## config.mk

```make
export PLATFORM = sky130hd
export DESIGN_NAME = dsl_clock_generator_config
export DESIGN_NICKNAME = d
export VERILOG_FILES = /design/src/shared/clkgen_pkg.sv /design/src/design/dsl_clock_generator_config.sv /design/src/design/payload_pulse_gen.sv
export VERILOG_INCLUDE_DIRS = /design/src /design/src/shared
export SDC_FILE = /design/constraint.sdc
export NUM_CORES = 2
export LEC_CHECK = 0
export BUFFER_PORTS_ARGS = -buffer_cell sky130_fd_sc_hd__buf_2
export CORE_ASPECT_RATIO = 1.75
export CORE_MARGIN = 3
export CORE_UTILIZATION = 45
export DETAILED_ROUTE_END_ITERATION = 6
export HOLD_SLACK_MARGIN = 0.15
export PLACE_DENSITY_LB_ADDON = 0.2
export SLEW_MARGIN = 20
export SYNTH_ARGS = -nofsm -noshare
export SYNTH_HDL_FRONTEND = slang
export SYNTH_SLANG_ARGS = --single-unit
export TNS_END_PERCENT = 1
```

## constraint.sdc

```tcl
create_clock -name CLK_SYS_I -period 16 [get_ports CLK_SYS_I]
set_clock_uncertainty 0.15 [all_clocks]
set_input_delay 1.6 -clock CLK_SYS_I [delete_from_list [all_inputs] [get_ports CLK_SYS_I]]
set_output_delay 1.6 -clock CLK_SYS_I [all_outputs]
set_load 0.03 [all_outputs]
```

## src/shared/clkgen_map.svh

```systemverilog
/*
 * offsets, field positions, reset values and counts of the clock generator
 * assumes: included by bare name from design and bench files
 */
`ifndef CLKGEN_MAP_SVH
`define CLKGEN_MAP_SVH

// register indices; the byte address is four times the index
`define CG_SEL_IDX      11'h416
`define CG_DATA_IDX     11'h417
`define CG_SEL_ADDR     ({`CG_SEL_IDX, 2'b00})
`define CG_DATA_ADDR    ({`CG_DATA_IDX, 2'b00})

// selector fields
`define CG_TYPE_HI      7
`define CG_TYPE_LO      5
`define CG_DIR_BIT      4
`define CG_GRP_HI       3
`define CG_PORT_HI      4

// basic setup fields
`define CG_SYNTH_BIT    6
`define CG_SUBST_BIT    5
`define CG_INSEL_BIT    4

// reset values
`define CG_SEL_RST      8'h00
`define CG_DATA_RST     8'h00

// counts
`define CG_SYS_DIV      5'h18
`define CG_REF_BASE     10'h101
`define CG_REF_TC_BASE  9'h100

`endif

```

## src/shared/clkgen_pkg.sv

```systemverilog
/*
 * types of the clock generator: bus states and state records
 * assumes: compiled before the design modules
 */
package clkgen_pkg;

	typedef enum logic [1:0] {
		BUS_IDLE = 2'b01,
		BUS_ACK  = 2'b10
	} bus_state_e;

	typedef struct packed {
		bus_state_e        bus;
		logic [7:0]        rdata;
		logic [7:0]        sel;
		logic [2:0]        basic;
		logic [7:0]        pre_tc;
		logic [7:0]        pre_num;
		logic [7:0]        ref_div;
		logic [15:0][8:0]  grp_rx;
		logic [15:0][8:0]  grp_tx;
		logic [31:0][8:0]  port_f;
		logic [32:0]       s1;
		logic [32:0]       s2;
		logic [32:0]       s3;
		logic [32:0]       lvl;
		logic [8:0]        pre_acc;
		logic              inter;
		logic [8:0]        ref_cnt;
		logic              frame;
		logic [4:0]        div24;
		logic              sys24;
		logic [15:0]       grp_rx_o;
		logic [15:0]       grp_tx_o;
		logic              trl_o;
		logic [31:0]       port_o;
	} state_s;

	typedef struct packed {
		logic [9:0] acc;
		logic       pulse;
	} pulse_s;

endpackage : clkgen_pkg

```

## src/design/dsl_clock_generator_config.sv

```systemverilog
/*
 * payload clock generator with its indirect configuration pair
 * assumes: avalon-mm master with byte addresses; reference and port
 * receive clocks arrive as slow pins sampled on the system clock
 */
// Register access over Avalon-MM was decided locally.
// How it works
// (RQ1) selector picks an element; data writes program that element
// (RQ2) prescaler factor is numerator over terminal count plus one
// (RQ3) intermediate rate is input clock rate times prescaler factor
// (RQ4) intermediate clock divided by 257 plus divisor gives 8 khz
// (RQ5) each payload rate is 8 kbps times its multiplier factor
// (RQ6) software keeps intermediate between top payload rate and sysclk/16
// (RQ7) software typically uses 2.56 mhz with denominator 320
// (RQ8) selector bits 7-5 choose element type, reset zero
// (RQ9) types 4/5: bit 4 picks rx or tx group, bits 3-0 group
// (RQ10) types 6/7: bits 4-0 pick the synthesizer port
// (RQ11) software writes zero to selector bits 4-0 for types 0-3
// (RQ12) basic bit 6 picks external rx clocks or internal synthesizers
// (RQ13) basic bit 5 picks sysclk/24 or generator outputs for selectors
// (RQ14) basic bit 4 picks system clock or reference clock as input
// (RQ15) type 1 holds prescaler terminal count, denominator is it plus one
// (RQ16) type 2 holds the prescaler numerator
// (RQ17) type 3 value plus 257 sets the reference divider count
// (RQ18) factors are nine bits: low byte 8 kbps, top bit 2048 kbps
// (RQ19) prescaler is an accumulator pulsing on wrap past the denominator
// (RQ20) payload enables give factor pulses per 8 khz period
`timescale 1ns/1ps
`include "clkgen_map.svh"
module dsl_clock_generator_config
	import clkgen_pkg::*;
(
	input  wire logic        CLK_SYS_I,
	input  wire logic        RESET_N_I,
	input  wire logic [12:0] ADDRESS_I,
	input  wire logic        READ_I,
	input  wire logic        WRITE_I,
	input  wire logic [31:0] WRITEDATA_I,
	input  wire logic [3:0]  BYTEENABLE_I,
	output logic      [31:0] READDATA_O,
	output logic             WAITREQUEST_O,
	input  wire logic        CORE_REFERENCE_CLOCK_I,
	input  wire logic [31:0] PORT_RX_CLOCK_IN_I,
	output logic             INTERMEDIATE_EN_O,
	output logic             TIMEBASE_8K_EN_O,
	output logic      [15:0] GROUP_RX_CLK_EN_O,
	output logic      [15:0] GROUP_TX_CLK_EN_O,
	output logic             TX_TIMING_REFERENCE_EN_O,
	output logic      [31:0] PORT_RX_CLK_EN_O
);

	state_s           q;
	state_s           next_q;
	logic [63:0][8:0] factors;
	logic [63:0]      gen_pulse;
	logic [9:0]       ref_den;
	logic [32:0]      agree;
	logic [32:0]      rise;
	logic             in_tick;
	logic [9:0]       pre_sum;
	logic [8:0]       pre_den;
	logic [8:0]       ref_tc;
	logic [2:0]       etype;
	logic [3:0]       grp_idx;
	logic [4:0]       port_idx;
	logic [7:0]       wbyte;
	logic [1:0]       hit;

	////////////////////////////////////////////////////////////////////////

	function automatic logic [2:0] type_of(input logic [7:0] s);
		type_of = s[`CG_TYPE_HI:`CG_TYPE_LO]; // [RQ8]
	endfunction : type_of

	// readback of the element the selector points at; reserved bits zero
	function automatic logic [7:0] read_element(input state_s s);
		logic [3:0] g;
		logic [4:0] p;
		g = s.sel[`CG_GRP_HI:0];
		p = s.sel[`CG_PORT_HI:0];
		read_element = 8'h00;
		case (type_of(s.sel))
			3'h0: read_element = {1'b0, s.basic, 4'h0};
			3'h1: read_element = s.pre_tc;
			3'h2: read_element = s.pre_num;
			3'h3: read_element = s.ref_div;
			3'h4: read_element = s.sel[`CG_DIR_BIT] ?
				s.grp_tx[g][7:0] : s.grp_rx[g][7:0];
			3'h5: read_element = {7'h00, s.sel[`CG_DIR_BIT] ?
				s.grp_tx[g][8] : s.grp_rx[g][8]};
			3'h6: read_element = s.port_f[p][7:0];
			default: read_element = {7'h00, s.port_f[p][8]};
		endcase
	endfunction : read_element

	// register decode shared by read capture and write commit
	function automatic logic [1:0] reg_hit(input logic [12:0] a);
		if (a == `CG_SEL_ADDR) begin
			reg_hit = 2'b01;
		end else if (a == `CG_DATA_ADDR) begin
			reg_hit = 2'b10;
		end else begin
			reg_hit = 2'b00;
		end
	endfunction : reg_hit

	////////////////////////////////////////////////////////////////////////

	// denominator up to 512 so ten bits [RQ4] [RQ17]
	assign ref_den = {2'b00, q.ref_div} + `CG_REF_BASE;
	// factor order: rx groups, tx groups, ports [RQ18]
	assign factors = {q.port_f, q.grp_tx, q.grp_rx};

	genvar gi;
	generate
		for (gi = 0; gi < 64; gi++) begin : g_pay
			payload_pulse_gen u_pay (
				.clk_i     (CLK_SYS_I),
				.reset_n_i (RESET_N_I),
				.tick_i    (q.inter),
				.frame_i   (q.frame),
				.factor_i  (factors[gi]),
				.den_i     (ref_den),
				.pulse_o   (gen_pulse[gi])
			); // [RQ5] [RQ20]
		end
	endgenerate

	////////////////////////////////////////////////////////////////////////

	always_comb begin
		next_q = q;
		etype = type_of(q.sel);
		grp_idx = q.sel[`CG_GRP_HI:0];
		port_idx = q.sel[`CG_PORT_HI:0];
		wbyte = WRITEDATA_I[7:0];
		hit = reg_hit(ADDRESS_I);

		// pin sampling: a change counts once stages two and three agree
		next_q.s1 = {CORE_REFERENCE_CLOCK_I, PORT_RX_CLOCK_IN_I};
		next_q.s2 = q.s1;
		next_q.s3 = q.s2;
		agree = ~(q.s2 ^ q.s3);
		next_q.lvl = (agree & q.s3) | (~agree & q.lvl);
		rise = agree & q.s3 & ~q.lvl;

		// bus: one wait cycle, then the answer stands for one cycle
		case (q.bus)
			BUS_IDLE: begin
				if (READ_I || WRITE_I) begin
					next_q.bus = BUS_ACK;
					next_q.rdata = 8'h00;
					if (hit[0]) begin
						next_q.rdata = q.sel;
					end else if (hit[1]) begin
						next_q.rdata = read_element(q);
					end
				end
			end
			BUS_ACK: begin
				next_q.bus = BUS_IDLE;
				if (WRITE_I && BYTEENABLE_I[0]) begin
					if (hit[0]) begin
						next_q.sel = wbyte; // [RQ1] [RQ8]
					end else if (hit[1]) begin
						case (etype) // [RQ1]
							3'h0: next_q.basic =
								wbyte[`CG_SYNTH_BIT:`CG_INSEL_BIT];
							3'h1: next_q.pre_tc = wbyte; // [RQ15]
							3'h2: next_q.pre_num = wbyte; // [RQ16]
							3'h3: next_q.ref_div = wbyte; // [RQ17]
							3'h4: begin
								if (q.sel[`CG_DIR_BIT]) begin // [RQ9]
									next_q.grp_tx[grp_idx][7:0] = wbyte;
								end else begin
									next_q.grp_rx[grp_idx][7:0] = wbyte;
								end
							end
							3'h5: begin
								if (q.sel[`CG_DIR_BIT]) begin // [RQ9]
									next_q.grp_tx[grp_idx][8] = wbyte[0];
								end else begin
									next_q.grp_rx[grp_idx][8] = wbyte[0];
								end
							end
							3'h6: begin
								next_q.port_f[port_idx][7:0] = wbyte; // [RQ10]
							end
							default: begin
								next_q.port_f[port_idx][8] = wbyte[0]; // [RQ10]
							end
						endcase
					end
				end
			end
			default: next_q.bus = BUS_IDLE;
		endcase

		// input clock choice; system clock ticks every cycle [RQ14]
		in_tick = q.basic[2'(`CG_INSEL_BIT - 4)] ? rise[32] : 1'b1;

		// fractional prescaler; numerator above denominator saturates
		pre_den = {1'b0, q.pre_tc} + 9'h001; // [RQ2] [RQ15]
		pre_sum = {1'b0, q.pre_acc} + {2'b00, q.pre_num};
		next_q.inter = 1'b0;
		if (in_tick) begin
			if (pre_sum >= {1'b0, pre_den}) begin // [RQ19]
				next_q.pre_acc = 9'(pre_sum - {1'b0, pre_den});
				next_q.inter = 1'b1; // [RQ3]
			end else begin
				next_q.pre_acc = pre_sum[8:0];
			end
		end

		// reference divider: 257 plus divisor intermediate ticks
		ref_tc = {1'b0, q.ref_div} + `CG_REF_TC_BASE;
		next_q.frame = 1'b0;
		if (next_q.inter) begin
			if (q.ref_cnt >= ref_tc) begin // [RQ4] [RQ17]
				next_q.ref_cnt = 9'h000;
			end else begin
				next_q.ref_cnt = q.ref_cnt + 9'h001;
			end
			next_q.frame = (q.ref_cnt >= ref_tc);
		end

		// fixed sysclk/24 fallback timebase
		next_q.sys24 = 1'b0;
		if (q.div24 == 5'(`CG_SYS_DIV - 5'h01)) begin
			next_q.div24 = 5'h00;
			next_q.sys24 = 1'b1;
		end else begin
			next_q.div24 = q.div24 + 5'h01;
		end

		// output selectors [RQ12] [RQ13]
		if (q.basic[2'(`CG_SUBST_BIT - 4)]) begin
			next_q.grp_rx_o = gen_pulse[15:0];
			next_q.grp_tx_o = gen_pulse[31:16];
			next_q.trl_o = q.frame;
		end else begin
			next_q.grp_rx_o = {16{q.sys24}};
			next_q.grp_tx_o = {16{q.sys24}};
			next_q.trl_o = q.sys24;
		end
		if (q.basic[2'(`CG_SYNTH_BIT - 4)]) begin
			next_q.port_o = gen_pulse[63:32];
		end else begin
			next_q.port_o = rise[31:0];
		end
	end

	always_ff @(posedge CLK_SYS_I or negedge RESET_N_I) begin
		if (!RESET_N_I) begin
			q <= '0;
			q.bus <= BUS_IDLE;
			q.sel <= `CG_SEL_RST;
		end else begin
			q <= next_q;
		end
	end

	////////////////////////////////////////////////////////////////////////

	// combinational wait keeps the answer a fixed single cycle late
	assign WAITREQUEST_O = (READ_I | WRITE_I) & (q.bus != BUS_ACK);
	assign READDATA_O = {24'h000000, q.rdata};
	assign INTERMEDIATE_EN_O = q.inter;
	assign TIMEBASE_8K_EN_O = q.frame;
	assign GROUP_RX_CLK_EN_O = q.grp_rx_o;
	assign GROUP_TX_CLK_EN_O = q.grp_tx_o;
	assign TX_TIMING_REFERENCE_EN_O = q.trl_o;
	assign PORT_RX_CLK_EN_O = q.port_o;

endmodule : dsl_clock_generator_config

```

## src/design/payload_pulse_gen.sv

```systemverilog
/*
 * one payload clock enable: factor pulses per 8 khz period
 * assumes: tick_i is the intermediate enable, frame_i marks its last tick
 * of each 8 khz period, den_i is the reference denominator
 */
`timescale 1ns/1ps
module payload_pulse_gen
	import clkgen_pkg::*;
(
	input  wire logic       clk_i,
	input  wire logic       reset_n_i,
	input  wire logic       tick_i,
	input  wire logic       frame_i,
	input  wire logic [8:0] factor_i,
	input  wire logic [9:0] den_i,
	output logic            pulse_o
);

	pulse_s      q;
	pulse_s      next_q;
	logic [10:0] sum;

	always_comb begin
		next_q = q;
		next_q.pulse = 1'b0;
		sum = {1'b0, q.acc} + {2'b00, factor_i};
		if (tick_i) begin
			// wrap past the denominator gives one pulse [RQ20]
			if (sum >= {1'b0, den_i}) begin
				next_q.acc = 10'(sum - {1'b0, den_i});
				next_q.pulse = 1'b1;
			end else begin
				next_q.acc = sum[9:0];
			end
			// realign each period so a factor change lands cleanly
			if (frame_i) begin
				next_q.acc = 10'h000;
			end
		end
	end

	always_ff @(posedge clk_i or negedge reset_n_i) begin
		if (!reset_n_i) begin
			q <= '0;
		end else begin
			q <= next_q;
		end
	end

	assign pulse_o = q.pulse;

endmodule : payload_pulse_gen

```

**Word level (Yosys, flattened, before mapping)**

Index checks and enable logic that the tools add are counted.

- $add $sub $neg: 71
- Order comparisons: 38
- Eq/ne operators: 17
- Multiplexer cells: 172
- Bitwise gates (word level): 12
- Reduce and logical (&&, ||, !) cells: 16

Operators by type and width:

| cell | count |
|---|---|
| one-hot mux 288 bit (2 select lines) | 2 |
| two-way mux 10 bit | 65 |
| bitwise mux 144 bit | 4 |
| bitwise mux 288 bit | 2 |
| two-way mux 144 bit | 4 |
| adder 10 x 9 -> 11 bit | 32 |
| greater-or-equal comparator 11 x 10 -> 1 bit | 32 |
| subtractor 10 bit | 32 |
| bitwise AND 33 bit | 3 |
| NOT 33 bit | 3 |
| demux 9 bit (select 5 bit) | 2 |
| binary-select mux 9 bit (select 4 bit) | 2 |
| demux 9 bit (select 4 bit) | 2 |
| two-way mux 1 bit | 70 |
| two-way mux 9 bit | 7 |
| one-hot mux 8 bit (7 select lines) | 1 |
| binary-select mux 9 bit (select 5 bit) | 1 |
| two-way mux 8 bit | 5 |
| two-way mux 33 bit | 1 |
| OR 33 bit | 1 |
| XOR 33 bit | 1 |
| == test 13 bit (second input constant) | 2 |
| AND reduction 5 bit | 5 |
| AND reduction 7 bit | 2 |
| other kinds (32) | 45 |

- Register bits: 1196
- Bits of input ports: 86
- Output and inout port bits: 100
- Logic and storage cells: 475

**Depth between registers and ports, before layout**

- Depth in word-level cells: 8
- Mapped depth: 19
- Gate-level depth less buffers: 18

**Modules after synthesis**

Synthesis repeated with hierarchy kept, for this count alone.

- Cells, all modules: 7881
- Area, all modules: 83343.7 µm²

Modules (own cells, without submodules):

| module | instances | cells an instance | area an instance (µm²) | seq. area each (µm²) |
|---|---|---|---|---|
| dsl_clock_generator_config | 1 | 2738 | 38220.4 | 21121.5 |
| payload_pulse_gen (g_pay[14].u_pay ...) | 13 | 169 | 1433.9 | 275.3 |
| payload_pulse_gen (g_pay[27].u_pay ...) | 12 | 153 | 1416.4 | 275.3 |
| payload_pulse_gen (g_pay[0].u_pay ...) | 5 | 156 | 1340.0 | 275.3 |
| payload_pulse_gen (g_pay[8].u_pay) | 1 | 164 | 1413.9 | 275.3 |
| payload_pulse_gen (g_pay[26].u_pay) | 1 | 166 | 1372.6 | 275.3 |

**Least setup slack after synthesis**

Ideal clock, no wire load.

- Path kind: flip-flop to flip-flop
- Start point: reg q[799] (netlist name)
- End point: reg g_pay[4].u_pay.q[2] (netlist name)
- Setup time: 141 ps
- Data arrival time: 4960 ps
- Data required time: 15709 ps
- Setup slack: 10749 ps
- Stages on the path, launching flop included: 15
- Path buffers: 1
- Clock period less this slack: 5251 ps
- Cells stage by stage: dfrtp_1 > inv_1 > nor3_1 > nand3_1 > xnor2_1 > ha_1 > o21ai_0 > nand2b_1 > and3_1 > a221o_1 > a211oi_2 > buf_2 > nand2_1 > o21ai_0 > o22ai_1

- Word-level cells in the longest chain between the ends: 4
- Elaborated cells between the ends (all ways): 5
- Those cells by class: add/sub: 2; order compare: 1; mux: 2

RTL lines:

| item | RTL line | RTL |
|---|---|---|
| from (decl) | dsl_clock_generator_config.sv:52 | `state_s q;` |
| from (signal assigned) | dsl_clock_generator_config.sv:259 | `q <= next_q;` |
| adder 8 x 9 -> 10 bit (no line) (*) | -- |  |
| subtractor 10 bit or greater-or-equal comparator 11 x 10 -> 1 bit (tied branches) | payload_pulse_gen.sv:30, payload_pulse_gen.sv:29 |  |
| two-way mux 10 bit (*) | payload_pulse_gen.sv:29 | `if (sum >= {1'b0, den_i}) begin` |
| two-way mux 10 bit (*) | payload_pulse_gen.sv:36 | `if (frame_i) begin` |
| to (signal assigned) | payload_pulse_gen.sv:46 | `q <= next_q;` |
| to (decl) | payload_pulse_gen.sv:19 | `pulse_s q;` |

Mark *: on every way between the ends. The rest lies on a longest branch, timed or not.
A chain may end at the register's enable or synchronous reset.

**Worst setup path after layout**

- Start point: reg q[799] (netlist name)
- End point: reg g_pay[1].u_pay.q[8] (netlist name)

- Word-level cells in the longest chain between the ends: 4
- Elaborated cells between the ends (all ways): 5
- Those cells by class: add/sub: 2; order compare: 1; mux: 2

RTL lines:

| item | RTL line |
|---|---|
| adder 8 x 9 -> 10 bit (no line) (*) | -- |
| subtractor 10 bit or greater-or-equal comparator 11 x 10 -> 1 bit (tied branches) | payload_pulse_gen.sv:30, payload_pulse_gen.sv:29 |
| two-way mux 10 bit (*) | payload_pulse_gen.sv:29 |
| two-way mux 10 bit (*) | payload_pulse_gen.sv:36 |
| to (signal assigned) | payload_pulse_gen.sv:46 |
| to (decl) | payload_pulse_gen.sv:19 |

Marks and branches as above.

==> impl_metrics.env <==
export IMPL_crit_fanout=22
export IMPL_status="complete, no violations"
export IMPL_drt_first_pass_iters=6
export IMPL_worstPathArrival_ns=6.08
export IMPL_cts_tree="done"
export IMPL_cap_violations=0
export IMPL_route_antenna_remaining_nets=0
export IMPL_drt_iter0_markers=3664
export IMPL_cts_hold_buffers=0
export IMPL_power_density_mw_per_mm2=112.0
export IMPL_critPathLaunchType="flop"
export IMPL_rsz0062_at_grt="no"
export IMPL_yosys_most_used_dff="dfrtp_1"
export IMPL_numCtsBuffers=119
export IMPL_min_period_ns=5.613
export IMPL_timing_rr_end="g_pay[1].u_pay.q[8]"
export IMPL_wire_per_inst_um=23.99
export IMPL_postSynthAreaPerCell_um2=10.79
export IMPL_yosysUniqueCellTypes=93
export IMPL_stdcell_area_mm2=0.08501
export IMPL_finalHoldViolations=0
export IMPL_finalPower_mw=9.516
export IMPL_grt_max_degree=172
export IMPL_critPathCapture="g_pay[1].u_pay.q[8]"
export IMPL_clk_pin_slew_ns=0.07
export IMPL_clock_root_buffer="clkbuf_16"
export IMPL_peakVddDrop_mv=0.1055
export IMPL_ys_seq_area_frac=0.3830
export IMPL_max_freq_mhz=178.2
export IMPL_setup_viol=0
export IMPL_grt_pass1_vias=59960
export IMPL_place_congestion=0.8942
export IMPL_syn2layout_area_growth_pct=8.767
export IMPL_dieArea_mm2=0.1789
export IMPL_yosysTopAreaCellShare=0.3826
export IMPL_hpwl_um=161500
export IMPL_fin_tns_setup_ns=0
export IMPL_fin_crit_sh=0.3508
export IMPL_cts_resized=0
export IMPL_synthCells=7243
export IMPL_synth_area_leaders="dfrtp_1 38%, ha_1 11%, mux2_2 7.7%"
export IMPL_grt_overflow_total=0
export IMPL_viasPerCell=5.965
export IMPL_hold_class="flop to flop"
export IMPL_critPathRequiredTime_ns=16.46
export IMPL_htreeDepth=3
export IMPL_cp_end_kind="flop"
export IMPL_nNetsFinal=8090
export IMPL_core_area_mm2=0.1720
export IMPL_pin_count=186
export IMPL_hold_path_startpoint="next_q[180]"
export IMPL_cts_buffer_depth=3
export IMPL_reg2reg_depth=14
export IMPL_die_h_um=557.3
export IMPL_async_flop_share=1.000
export IMPL_drc=0
export IMPL_initial_utilization=0.4543
export IMPL_io_buffers=134
export IMPL_cts_sinks=1196
export IMPL_rows=201
export IMPL_critPathLaunch="q[799]"
export IMPL_yosys_warnings=0
export IMPL_netlist_area_mm2=0.07815
export IMPL_insertion_delay_ns=0.77
export IMPL_maxSlewHeadroom=0.2246
export IMPL_placed_cell_area_mm2=0.08080
export IMPL_antenna_found_initial=11
export IMPL_worstMarginPinSlew_ns=1.159
export IMPL_drv_slew=0
export IMPL_routed_wl_um=230500
export IMPL_die_w_um=321.0
export IMPL_cts_setup_buffers=0
export IMPL_ys_seq_elements=1196
export IMPL_synth_top_cell_by_area="dfrtp_1"
export IMPL_path_class="flop to flop"
export IMPL_whs_path_depth=0
export IMPL_drive_gt1_frac=0.1702
export IMPL_reg2reg_setup_slack_ns=10.39
export IMPL_track_usage=0.2556
export IMPL_grt_pass1_wl_um=352900
export IMPL_synth_edf_count=0
export IMPL_power_leakage_nw=40.06
export IMPL_route_vias_total=57310
export IMPL_r2r_start="q[799]"
-- routing by layer --
metal | GRT usage | wire, µm | vias up | share of wire
met5 | 0 | 41 | - | 0.00018
met4 | 0.1324 | 13620 | 6 | 0.059
met3 | 0.03268 | 9927 | 503 | 0.043
met2 | 0.4669 | 118300 | 1303 | 0.51
met1 | 0.2901 | 88520 | 29050 | 0.38
li1 | - | - | 26450 | -
-- worst max-delay path, cell delays in order, from the launching register on --
cell       delay [ns]
dfrtp_1          0.47
ha_1             0.33
buf_4            0.22
inv_4            0.40
buf_4            0.60
buf_4            0.52
ha_1             0.33
nor2b_1          0.14
o31ai_1          0.33
nand4bb_1        0.21
a311oi_1         0.33
o21ai_0          0.20
a211oi_4         0.65
nor3_1           0.14
a211o_1          0.30
-- area by class of cell --
type | count | area (µm²)
multi-input cells | 5398 | 45460
repair buffers | 227 | 1436
clock inverters | 63 | 753.2
inverters | 326 | 1234
flip-flops and latches | 1196 | 29950
fillers | 15620 | 87010
diodes | 3 | 7.507
well taps | 2233 | 2794
clock buffers | 162 | 3379
-- cells in the final DEF (no fill, tap or decap), types with 19 or more instances in the layout --
master and count:
a211oi_1 50, a21o_1 121, a21oi_1 376, a22o_1 36, a31oi_1 39, buf_2 125
buf_4 97, clkbuf_1 19, clkbuf_16 119, clkbuf_8 24, clkinv_2 19, conb_1 24
dfrtp_1 1190, fa_1 66, ha_1 670, inv_1 322, mux2_1 65, mux2_2 534
mux2i_1 261, mux4_2 163, nand2_1 429, nand2b_1 68, nand3_1 121, nand4_1 69
nor2_1 372, nor2b_1 156, nor3_1 93, o21a_1 89, o21ai_0 395, o21bai_1 69
o22ai_1 51, o2bb2ai_1 205, o31a_1 26, o31ai_1 23, xnor2_1 345, xor2_1 113
-- where the power goes --
part	internal [mW]	total, mW	leakage [nW]	switching (mW)
clock network	1.67	3.00	2.00	1.33
registers	3.19	3.31	15.9	0.120
logic	1.29	3.20	22.1	1.91
total	6.16	9.52	40.1	3.36
-- registers in the layout, indices dropped and copies added (netlist names), 8 cells and up, named ones only --
signal	cells
next_q	66
READDATA_O	8
GROUP_TX_CLK_EN_O	16
g_pay.u_pay.q	320
PORT_RX_CLK_EN_O	32
q	86
factors	576
GROUP_RX_CLK_EN_O	16
g_pay.u_pay.pulse_o	32
-- worst min path at each step --
stage	slack, ns	endpoint
final	0.20	next_q[147]
after global routing	0.20	next_q[147]
after CTS	0.20	next_q[147]
after detailed placement	0.18	next_q[135]
after global placement	0.18	next_q[128]
after floorplan	0.18	next_q[124]
-- cell families (layout without fill, tap and decap cells) --
family / after synthesis / in the layout / share of synthesized area
AOI/OAI and AO/OA: 1688 / 1688 / 0.1436
and+or+nand+nor: 1463 / 1463 / 0.09202
DFF: 1196 / 1196 / 0.3830
muxes: 1023 / 1023 / 0.1667
adders and majority gates: 736 / 736 / 0.1242
buffers and inverters: 672 / 778 / 0.03853
xor gates and xnor gates: 464 / 464 / 0.05200
other: 1 / 27 / 0.00004798
-- cell usage after synthesis, types with 89 or more instances --
cell type,count
nand2_1,429
mux2i_1,261
xor2_1,113
ha_1,670
o21a_1,89
o2bb2ai_1,205
o21ai_0,396
nor3_1,94
clkbuf_1,180
mux4_2,163
nor2_1,374
mux2_2,534
xnor2_1,351
a21oi_1,376
a21o_1,121
dfrtp_1,1195
inv_1,325
nor2b_1,160
nand3_1,121
buf_4,109
-- stage by stage --
step	instances	hold WS, ns	setup WS (ns)	utilization
floorplan	7266	0.1812	10.75	-
global placement	9380	0.1841	10.24	0.4697
detailed placement	9380	0.1847	10.20	0.4697
CTS	9605	0.1983	10.15	0.4938
global route	9606	0.2038	10.11	0.4941
finish	9608	0.1955	10.39	0.4942
Power figures use the tool's default switching activity.
